<file path="config.mk">
export PLATFORM = sky130hd
export DESIGN_NAME = ptbc_top
export DESIGN_NICKNAME = d
export VERILOG_FILES = /design/src/shared/ptbc_pkg.sv /design/src/core/ptbc_sync_in.sv /design/src/core/ptbc_top.sv
export VERILOG_INCLUDE_DIRS = /design/src /design/src/shared
export SDC_FILE = /design/constraint.sdc
export NUM_CORES = 1
export LEC_CHECK = 0
export BUFFER_PORTS_ARGS = -buffer_cell sky130_fd_sc_hd__buf_2
export CORE_ASPECT_RATIO = 1.1
export CORE_MARGIN = 2
export CORE_UTILIZATION = 35
export DETAILED_ROUTE_END_ITERATION = 8
export GPL_TIMING_DRIVEN = 0
export SLEW_MARGIN = 20
export SYNTH_ARGS = -nofsm -noshare
export SYNTH_HDL_FRONTEND = slang
export SYNTH_SLANG_ARGS = --single-unit
</file>
<file path="constraint.sdc">
create_clock -name core_clk -period 2 [get_ports core_clk]
set_input_delay 0.3 -clock core_clk [delete_from_list [all_inputs] [get_ports core_clk]]
set_output_delay 0.3 -clock core_clk [all_outputs]
set_load 0.005 [all_outputs]
</file>
<file path="src/shared/ptbc_params.svh">
`ifndef PTBC_PARAMS_SVH
`define PTBC_PARAMS_SVH

// Register byte offsets
`define PTBC_OFF_CTRL 8'h00
`define PTBC_OFF_PERIOD 8'h04
`define PTBC_OFF_ACTIVE 8'h08
`define PTBC_OFF_COUNT 8'h0C
`define PTBC_OFF_SEVTCMP 8'h10
`define PTBC_OFF_STATUS 8'h14
`define PTBC_OFF_MASK 8'h18

// Control register field positions
`define PTBC_B_ON 15
`define PTBC_B_UNUSED 14
`define PTBC_B_IDLE 13
`define PTBC_B_PEND 12
`define PTBC_B_ALLOW 11
`define PTBC_B_IMM 10
`define PTBC_B_POL 9
`define PTBC_B_SOUT 8
`define PTBC_B_SIN 7
`define PTBC_SRC_LSB 4
`define PTBC_PS_LSB 0

// Writable control bits: all but the unused and the pending bit
`define PTBC_CTRL_WMASK 16'hAFFF

// Interrupt status bit positions
`define PTBC_IRQ_SEVT 0
`define PTBC_IRQ_PERIOD 1
`define PTBC_IRQ_EXTSYNC 2

// Reset values
`define PTBC_RST_CTRL 16'h0000
`define PTBC_RST_PERIOD 16'hFFFF
`define PTBC_RST_SEVTCMP 16'h0000
`define PTBC_RST_IRQ 3'h0

`endif

</file>
<file path="src/shared/ptbc_pkg.sv">
package ptbc_pkg;

    typedef logic [15:0] ptbc_word_t;
    typedef logic [2:0] ptbc_irq_t;

    typedef struct packed {
        ptbc_word_t ctrl;
        ptbc_word_t period;
        ptbc_word_t activePeriod;
        ptbc_word_t count;
        ptbc_word_t sevtCmp;
        logic [3:0] postCnt;
        ptbc_irq_t irqStatus;
        ptbc_irq_t irqMask;
        logic [31:0] prdata;
        logic pslverr;
        logic syncOut;
    } ptbc_state_t;

    typedef struct packed {
        logic [7:0] stage1;
        logic [7:0] stage2;
        logic level;
        logic pulse;
    } ptbc_sync_state_t;

endpackage

</file>
<file path="src/core/ptbc_sync_in.sv">
`timescale 1ns/1ns
`default_nettype none

module ptbc_sync_in
(
    input wire logic core_clk,
    input wire logic arst_n,
    input wire logic [7:0] syncSources,
    input wire logic [2:0] sourceSel,
    input wire logic invert,
    output logic syncPulse
);
    import ptbc_pkg::*;

    ptbc_sync_state_t stateReg;
    ptbc_sync_state_t stateNext;
    logic activeLevel;

    always_comb
    begin
        stateNext = stateReg;
        stateNext.stage1 = syncSources;
        stateNext.stage2 = stateReg.stage1;
        // Polarity applied after the synchroniser, never on the first stage
        activeLevel = stateReg.stage2[sourceSel] ^ invert;
        stateNext.level = activeLevel;
        stateNext.pulse = activeLevel & ~stateReg.level;
    end

    always_ff @(posedge core_clk or negedge arst_n)
    begin
        if (!arst_n)
        begin
            stateReg <= '0;
        end
        else
        begin
            stateReg <= stateNext;
        end
    end

    assign syncPulse = stateReg.pulse;

    property p_pulse_edge;
        @(posedge core_clk) disable iff (!arst_n)
        stateReg.pulse |-> stateReg.level && !$past(stateReg.level);
    endproperty
    a_pulse_edge: assert property (p_pulse_edge) else $error("sync pulse without edge");

    property p_pulse_polarity;
        @(posedge core_clk) disable iff (!arst_n)
        ($past(stateReg.stage2[sourceSel] ^ invert) && !$past(stateReg.level)) |-> stateReg.pulse;
    endproperty
    a_pulse_polarity: assert property (p_pulse_polarity) else $error("active edge missed");

endmodule

`default_nettype wire

</file>
<file path="src/core/ptbc_top.sv">
`timescale 1ns/1ns
`default_nettype none
`include "ptbc_params.svh"

module ptbc_top
(
    input wire logic core_clk,
    input wire logic arst_n,
    input wire logic psel,
    input wire logic penable,
    input wire logic pwrite,
    input wire logic [7:0] paddr,
    input wire logic [31:0] pwdata,
    output logic [31:0] prdata,
    output logic pready,
    output logic pslverr,
    input wire logic cpuIdle,
    input wire logic syncInputPin,
    input wire logic [6:0] syncAltSources,
    output logic syncOutputPin,
    output logic [15:0] timeBaseCount,
    output logic pwmModuleOn,
    output logic specialEventIrq,
    output logic irq
);
    import ptbc_pkg::*;

    ptbc_state_t stateReg;
    ptbc_state_t stateNext;
    logic syncPulse;
    logic moduleOn;
    logic idleStop;
    logic immUpdate;
    logic syncInvert;
    logic syncOutOn;
    logic extSyncOn;
    logic [2:0] sync_source_select;
    logic [3:0] postScale;
    logic running;
    logic extSync;
    logic periodMatch;
    logic cycleStart;
    logic sevtFire;
    logic apbSetup;
    logic apbWrite;
    logic periodWrite;
    ptbc_irq_t irqEvents;

    function automatic logic isMapped(input logic [7:0] addr);
        isMapped = (addr == `PTBC_OFF_CTRL) || (addr == `PTBC_OFF_PERIOD) ||
                   (addr == `PTBC_OFF_ACTIVE) || (addr == `PTBC_OFF_COUNT) ||
                   (addr == `PTBC_OFF_SEVTCMP) || (addr == `PTBC_OFF_STATUS) ||
                   (addr == `PTBC_OFF_MASK);
    endfunction

    function automatic logic [31:0] readValue(input logic [7:0] addr, input ptbc_state_t s);
        logic [15:0] ctrlView;
        ctrlView = s.ctrl;
        ctrlView[`PTBC_B_UNUSED] = 1'b0;
        ctrlView[`PTBC_B_PEND] = s.irqStatus[`PTBC_IRQ_SEVT];
        case (addr)
            `PTBC_OFF_CTRL: readValue = {16'h0000, ctrlView};
            `PTBC_OFF_PERIOD: readValue = {16'h0000, s.period};
            `PTBC_OFF_ACTIVE: readValue = {16'h0000, s.activePeriod};
            `PTBC_OFF_COUNT: readValue = {16'h0000, s.count};
            `PTBC_OFF_SEVTCMP: readValue = {16'h0000, s.sevtCmp};
            `PTBC_OFF_STATUS: readValue = {29'h0000_0000, s.irqStatus};
            `PTBC_OFF_MASK: readValue = {29'h0000_0000, s.irqMask};
            default: readValue = 32'h0000_0000;
        endcase
    endfunction

    ////////////////////////////////////////////////////////////////////////////////
    // Control field decode

    assign moduleOn = stateReg.ctrl[`PTBC_B_ON];
    assign idleStop = stateReg.ctrl[`PTBC_B_IDLE];
    assign immUpdate = stateReg.ctrl[`PTBC_B_IMM];
    assign syncInvert = stateReg.ctrl[`PTBC_B_POL];
    assign syncOutOn = stateReg.ctrl[`PTBC_B_SOUT];
    assign extSyncOn = stateReg.ctrl[`PTBC_B_SIN];
    assign sync_source_select = stateReg.ctrl[`PTBC_SRC_LSB +: 3];
    assign postScale = stateReg.ctrl[`PTBC_PS_LSB +: 4];

    ////////////////////////////////////////////////////////////////////////////////
    // Sync input: both pin and alternate sources cross into core_clk

    ptbc_sync_in ptbc_sync_in_i
    (
        .core_clk(core_clk),
        .arst_n(arst_n),
        .syncSources({syncAltSources, syncInputPin}),
        .sourceSel(sync_source_select),
        .invert(syncInvert),
        .syncPulse(syncPulse)
    );

    ////////////////////////////////////////////////////////////////////////////////
    // Time base

    // Settings changed while running take effect at once, except a period write with immUpdate clear; software keeps them static
    assign running = moduleOn && !(idleStop && cpuIdle);
    assign extSync = running && extSyncOn && syncPulse;
    assign periodMatch = running && (stateReg.count == stateReg.activePeriod);
    // Either event restarts the count; a period just above the sync period keeps match from firing
    assign cycleStart = extSync || periodMatch;
    assign sevtFire = running && (stateReg.count == stateReg.sevtCmp) &&
                      (stateReg.postCnt == postScale);

    assign apbSetup = psel && !penable;
    assign apbWrite = psel && penable && pwrite && !stateReg.pslverr;
    assign periodWrite = apbWrite && (paddr == `PTBC_OFF_PERIOD);

    always_comb
    begin
        stateNext = stateReg;
        irqEvents = '0;

        if (!moduleOn)
        begin
            stateNext.count = 16'h0000;
            stateNext.postCnt = 4'h0;
            // No cycle in flight, so the shadow may pass straight through
            stateNext.activePeriod = stateReg.period;
        end
        else if (running)
        begin
            if (cycleStart)
            begin
                stateNext.count = 16'h0000;
                if (!immUpdate)
                begin
                    stateNext.activePeriod = stateReg.period;
                end
            end
            else
            begin
                stateNext.count = stateReg.count + 16'h0001;
            end
            if (stateReg.count == stateReg.sevtCmp)
            begin
                stateNext.postCnt = sevtFire ? 4'h0 : stateReg.postCnt + 4'h1;
            end
        end

        irqEvents[`PTBC_IRQ_SEVT] = sevtFire;
        irqEvents[`PTBC_IRQ_PERIOD] = periodMatch;
        irqEvents[`PTBC_IRQ_EXTSYNC] = extSync;

        // Idle (inactive) level held whenever the output is disabled
        if (moduleOn && syncOutOn)
        begin
            stateNext.syncOut = cycleStart ^ syncInvert;
        end
        else
        begin
            stateNext.syncOut = syncInvert;
        end

        if (apbSetup)
        begin
            stateNext.pslverr = !isMapped(paddr);
            stateNext.prdata = pwrite ? 32'h0000_0000 : readValue(paddr, stateReg);
        end

        if (apbWrite)
        begin
            case (paddr)
                `PTBC_OFF_CTRL:
                begin
                    stateNext.ctrl = pwdata[15:0] & `PTBC_CTRL_WMASK;
                end
                `PTBC_OFF_PERIOD:
                begin
                    stateNext.period = pwdata[15:0];
                    if (moduleOn && immUpdate)
                    begin
                        stateNext.activePeriod = pwdata[15:0];
                    end
                end
                `PTBC_OFF_SEVTCMP:
                begin
                    stateNext.sevtCmp = pwdata[15:0];
                end
                `PTBC_OFF_MASK:
                begin
                    stateNext.irqMask = pwdata[2:0];
                end
                default:
                begin
                end
            endcase
        end

        // Set beats write-one-to-clear in the same cycle
        if (apbWrite && (paddr == `PTBC_OFF_STATUS))
        begin
            stateNext.irqStatus = (stateReg.irqStatus & ~pwdata[2:0]) | irqEvents;
        end
        else
        begin
            stateNext.irqStatus = stateReg.irqStatus | irqEvents;
        end
    end

    always_ff @(posedge core_clk or negedge arst_n)
    begin
        if (!arst_n)
        begin
            stateReg.ctrl <= `PTBC_RST_CTRL;
            stateReg.period <= `PTBC_RST_PERIOD;
            stateReg.activePeriod <= `PTBC_RST_PERIOD;
            stateReg.count <= 16'h0000;
            stateReg.sevtCmp <= `PTBC_RST_SEVTCMP;
            stateReg.postCnt <= 4'h0;
            stateReg.irqStatus <= `PTBC_RST_IRQ;
            stateReg.irqMask <= `PTBC_RST_IRQ;
            stateReg.prdata <= 32'h0000_0000;
            stateReg.pslverr <= 1'b0;
            stateReg.syncOut <= 1'b0;
        end
        else
        begin
            stateReg <= stateNext;
        end
    end

    ////////////////////////////////////////////////////////////////////////////////
    // Outputs

    assign pready = 1'b1;
    assign prdata = stateReg.prdata;
    assign pslverr = stateReg.pslverr;
    assign syncOutputPin = stateReg.syncOut;
    assign timeBaseCount = stateReg.count;
    assign pwmModuleOn = moduleOn;
    assign specialEventIrq = stateReg.irqStatus[`PTBC_IRQ_SEVT] &&
                             stateReg.ctrl[`PTBC_B_ALLOW];
    assign irq = |(stateReg.irqStatus & stateReg.irqMask);

    ////////////////////////////////////////////////////////////////////////////////
    // Checks

    property p_off_clear;
        @(posedge core_clk) disable iff (!arst_n)
        !moduleOn |=> (stateReg.count == 16'h0000) && (stateReg.postCnt == 4'h0);
    endproperty
    a_off_clear: assert property (p_off_clear) else $error("count moved while off");

    property p_unused_zero;
        @(posedge core_clk) disable iff (!arst_n)
        (apbSetup && !pwrite && paddr == `PTBC_OFF_CTRL) |=> !prdata[14] && prdata[31:16] == 16'h0000;
    endproperty
    a_unused_zero: assert property (p_unused_zero) else $error("unused bit read nonzero");

    property p_idle_halt;
        @(posedge core_clk) disable iff (!arst_n)
        (moduleOn && idleStop && cpuIdle) |=> $stable(stateReg.count);
    endproperty
    a_idle_halt: assert property (p_idle_halt) else $error("time base ran in idle");

    property p_idle_run;
        @(posedge core_clk) disable iff (!arst_n)
        (moduleOn && !idleStop && cpuIdle && !cycleStart) |=>
            stateReg.count == $past(stateReg.count) + 16'h0001;
    endproperty
    a_idle_run: assert property (p_idle_run) else $error("time base stopped in idle");

    property p_pending_cause;
        @(posedge core_clk) disable iff (!arst_n)
        $rose(stateReg.irqStatus[`PTBC_IRQ_SEVT]) |-> $past(sevtFire);
    endproperty
    a_pending_cause: assert property (p_pending_cause) else $error("pending without event");

    property p_irq_allow;
        @(posedge core_clk) disable iff (!arst_n)
        (sevtFire && stateReg.ctrl[`PTBC_B_ALLOW] && !(apbWrite && paddr == `PTBC_OFF_CTRL))
            |=> specialEventIrq;
    endproperty
    a_irq_allow: assert property (p_irq_allow) else $error("special irq not raised");

    property p_irq_block;
        @(posedge core_clk) disable iff (!arst_n)
        specialEventIrq |-> stateReg.ctrl[`PTBC_B_ALLOW] && stateReg.irqStatus[`PTBC_IRQ_SEVT];
    endproperty
    a_irq_block: assert property (p_irq_block) else $error("special irq while blocked");

    property p_imm_load;
        @(posedge core_clk) disable iff (!arst_n)
        (moduleOn && immUpdate && periodWrite) |=> stateReg.activePeriod == $past(pwdata[15:0]);
    endproperty
    a_imm_load: assert property (p_imm_load) else $error("immediate period not loaded");

    property p_boundary_load;
        @(posedge core_clk) disable iff (!arst_n)
        (moduleOn && !immUpdate && !cycleStart) |=> $stable(stateReg.activePeriod);
    endproperty
    a_boundary_load: assert property (p_boundary_load) else $error("period changed mid cycle");

    property p_sync_out;
        @(posedge core_clk) disable iff (!arst_n)
        (moduleOn && syncOutOn && cycleStart) |=> syncOutputPin != $past(syncInvert) ##1
            syncOutputPin == $past(syncInvert) || $past(cycleStart);
    endproperty
    a_sync_out: assert property (p_sync_out) else $error("sync output pulse wrong");

    property p_sync_off;
        @(posedge core_clk) disable iff (!arst_n)
        !syncOutOn |=> syncOutputPin == $past(syncInvert);
    endproperty
    a_sync_off: assert property (p_sync_off) else $error("sync output not idle");

    property p_ext_restart;
        @(posedge core_clk) disable iff (!arst_n)
        (running && extSyncOn && syncPulse) |=> stateReg.count == 16'h0000;
    endproperty
    a_ext_restart: assert property (p_ext_restart) else $error("ext sync ignored");

    property p_sevt_fire;
        @(posedge core_clk) disable iff (!arst_n)
        sevtFire |=> stateReg.irqStatus[`PTBC_IRQ_SEVT] && (stateReg.postCnt == 4'h0);
    endproperty
    a_sevt_fire: assert property (p_sevt_fire) else $error("special event not flagged");

    // Skipped matches must neither flag the event nor lose a postscaler step
    property p_post_step;
        @(posedge core_clk) disable iff (!arst_n)
        (running && stateReg.count == stateReg.sevtCmp && !sevtFire) |=>
            (stateReg.postCnt == $past(stateReg.postCnt) + 4'h1) &&
            !$rose(stateReg.irqStatus[`PTBC_IRQ_SEVT]);
    endproperty
    a_post_step: assert property (p_post_step) else $error("postscaler skipped a match");

endmodule

`default_nettype wire

</file>
==> results.ini <==
[sta]
finalWorstSetupSlack_ns = -0.145
period_minus_slack_ns = 2.15
min_period_over_period = 1.07
slew_violations = 0
final-setup-viol-count = 32
tightest_slew_ns = 0.574
slew_headroom = 0.617
rsz0062_at_grt = yes
fin_setup_tns_ns = -2.94
hold_viol_final = 0
fmax_mhz = 466
finClkSkew_ns = 0.0104

[synth]
ys_async_sr_fraction = 1.00
yosysWarningCount = 0
syn_area_sq_um = 6710
synth_xor_area_frac = 0.0572
synth_compound_area_frac = 0.113
synthSimpleGateAreaFrac = 0.140
ys.flop_type = dfrtp_1
synth_top_family_by_area = simple AND/OR/NAND/NOR gates
synth_cell_type_count = 64
syn_inst = 616
synth_edf_count = 0
synthMuxAreaShare = 0.124
synth_fa_ha_area_frac = 0.00373
yosysSeqAreaShare = 0.468
synth_area_per_cell_sq_um = 10.9
ys_seq_elements = 124

[grt]
grt_pass1_vias = 5090
grt-ovfl-total = 0
grt_use_total = 0.181
grt_start_max_net_pins = 82
grt_antenna_before_repair = 0
grt_pass1_wl_mm = 27.9

[layout]
area_growth_syn_to_layout_pct = 29.5
postLayoutCoreUtil = 0.458
final_common_cell = dfrtp_1
mostFrequentLayoutCells = dfrtp_1, buf_2, buf_4
final_nets = 815
n_fill_cell = 1795
antenna_cells = 0
drive_gt1_frac = 0.472
fin_cells = 1019

[place]
port-buffer-count = 74
dp_hpwl_mm = 12.7
place_congestion = 0.817
dp.cells = 953

[cts]
cts_max_level = 4
path_clk_slew_ns = 0.06
cts_max_path_buffers = 2
cts_root_buf = clkbuf_16
cts_tree = done
numCtsBuffers = 17
cts.sinks = 124
insertion_delay_ns = 0.42

[setup_path]
r2r-start = stateReg[87]
max_stage_delay_ns = 0.56
startpoint_type = flop
path_delay_family = simple AND/OR/NAND/NOR gates
crit_chain = xor2_2 -> or3_4 -> nor3_4 -> a211o_2 -> a21oi_4 -> buf_6 -> a221o_1
startpoint = stateReg[87]
reg2reg_setup_slack_ns = -0.15
crit_slowest_cell = dfstp_2
r2r-end = stateReg[83]
reg2reg_depth = 7
crit_end = stateReg[83]
worstSetupPathDepth = 7
worstSetupEndpointType = flop
cp.arrival_ns = 2.48
setup.worst_path.class = reg -> reg
crit_fanout = 8
path_buf_inv = 1
crit_required_ns = 2.34

[routing]
vias_per_cell = 4.98
met2RoutedLength_mm = 8.81
top_layer = met4
wl_per_cell_um = 17.3
drt-total-wl_mm = 17.6
drt_first_pass_iters = 6
wl_met1_mm = 7.72
drtIter0Drc = 219
antenna_left = 0
drc = 0
vias = 5072
wl_met3_um = 768

[floorplanning]
die_h_um = 149
start_util = 0.354
core_sq_um = 19000
io_pins = 108
die_w_um = 136
die_area_sq_um = 20300
rows = 53

[run]
cap_violations = 0

[hold_path]
hp-start = pwdata[12]
hold_class = in -> reg

[pwr]
p_per_area_nw_per_um2 = 711
p_leak_nw = 4.14
ir_worst_vdd_mv = 0.556

[run_status]
status = finished, violations left
violations = setup timing

-- through the flow --
stage	area, sq um	power (mW)	hold slack, ns	setup WS (ns)
2_1_floorplan	6780	2.77	0.00441	-0.0142
3_3_place_gp	7460	2.92	0.333	-1.02
3_5_place_dp	7490	2.94	0.217	-0.370
4_1_cts	8460	6.24	0.135	-0.156
5_1_grt	8690	6.40	0.152	-0.194
6_report	8690	6.18	0.154	-0.145
-- metal layers --
| layer | GRT usage | up-vias |
|---|---|---|
| li1 | - | 2412 |
| met1 | 0.236 | 2494 |
| met2 | 0.296 | 143 |
| met3 | 0.0333 | 23 |
| met4 | 0.0786 | 0 |
| met5 | 0 | - |
-- kinds of logic (layout without fill, tap and decap cells) --
logic type,count (synthesis),in the layout
AND/OR/NAND/NOR,177,177
flip-flops,124,124
AO/OA/AOI/OAI,101,101
buffers and inverters,96,237
multiplexers,71,71
XOR/XNOR,43,43
adder cells (fa/ha/maj),2,2
other,2,17
-- cells in the mapped netlist (all sizes together) (16+ instances only) --
cell,count,share of area
nor2,35,0.020
xor2,30,0.040
dfrtp,92,0.34
a221oi,16,0.021
buf,75,0.081
o21ai,22,0.016
dfstp,32,0.13
a221o,16,0.025
and2,22,0.023
a21oi,20,0.017
nand3,17,0.013
mux2,49,0.082
mux2i,17,0.025
nand2,52,0.031
-- registers in the layout, indices dropped and copies added (netlist names) --
signal	cells
syncOutputPin	1
pslverr	1
pwmModuleOn	1
ptbc_sync_in_i.stateReg	9
idleStop	1
immUpdate	1
prdata	16
extSyncOn	1
ptbc_sync_in_i.stateNext	8
ptbc_sync_in_i.syncPulse	1
stateReg	64
timeBaseCount	16
postScale	4
-- cell type report --
| class | count | area [sq um] | share of cell area |
|---|---|---|---|
| inverter | 6 | 22.5 | 0.00259 |
| buffer | 87 | 624 | 0.0718 |
| clock buffer | 23 | 498 | 0.0573 |
| timing repair buffer | 112 | 731 | 0.0841 |
| tap | 247 | 309 | 0.0356 |
| multi-input combinational | 411 | 3230 | 0.372 |
| clock inverter | 9 | 131 | 0.0151 |
| sequential | 124 | 3150 | 0.362 |
-- worst register-to-register path, cell delays in order, from the launching register on --
cell     delay, ns
dfstp_2       0.56
xor2_2        0.09
or3_4         0.40
nor3_4        0.25
a211o_2       0.20
a21oi_4       0.11
buf_6         0.16
a221o_1       0.31
-- worst min path at each step --
stage | slack, ns | endpoint | cells after the start
after global routing | 0.15 | stateReg[104] | 2
after detailed placement | 0.22 | ptbc_sync_in_i.stateNext[7] | 1
after floorplan | 0.004 | extSyncOn | 0
final | 0.15 | stateReg[104] | 2
after global placement | 0.33 | ptbc_sync_in_i.stateReg[8] | 0
after CTS | 0.14 | stateReg[104] | 2
-- what timing repair did --
action | in CTS | in global routing
hold buffers | 9 | 0
resized for setup | 40 | 36
endpoints found under the setup margin | 67 | 47
cloned | 1 | 1
pin swaps | 20 | 28
hold endpoints to repair | 44 | 0
setup buffers | 10 | 16
-- where the power goes --
| group | leakage [nW] | internal (mW) | switching [mW] |
|---|---|---|---|
| Sequential | 1.57 | 2.56 | 0.0368 |
| Combinational | 2.27 | 0.149 | 0.190 |
| Clock | 0.302 | 2.12 | 1.12 |
| Total | 4.14 | 4.83 | 1.35 |
Power figures use the tool's default switching activity.
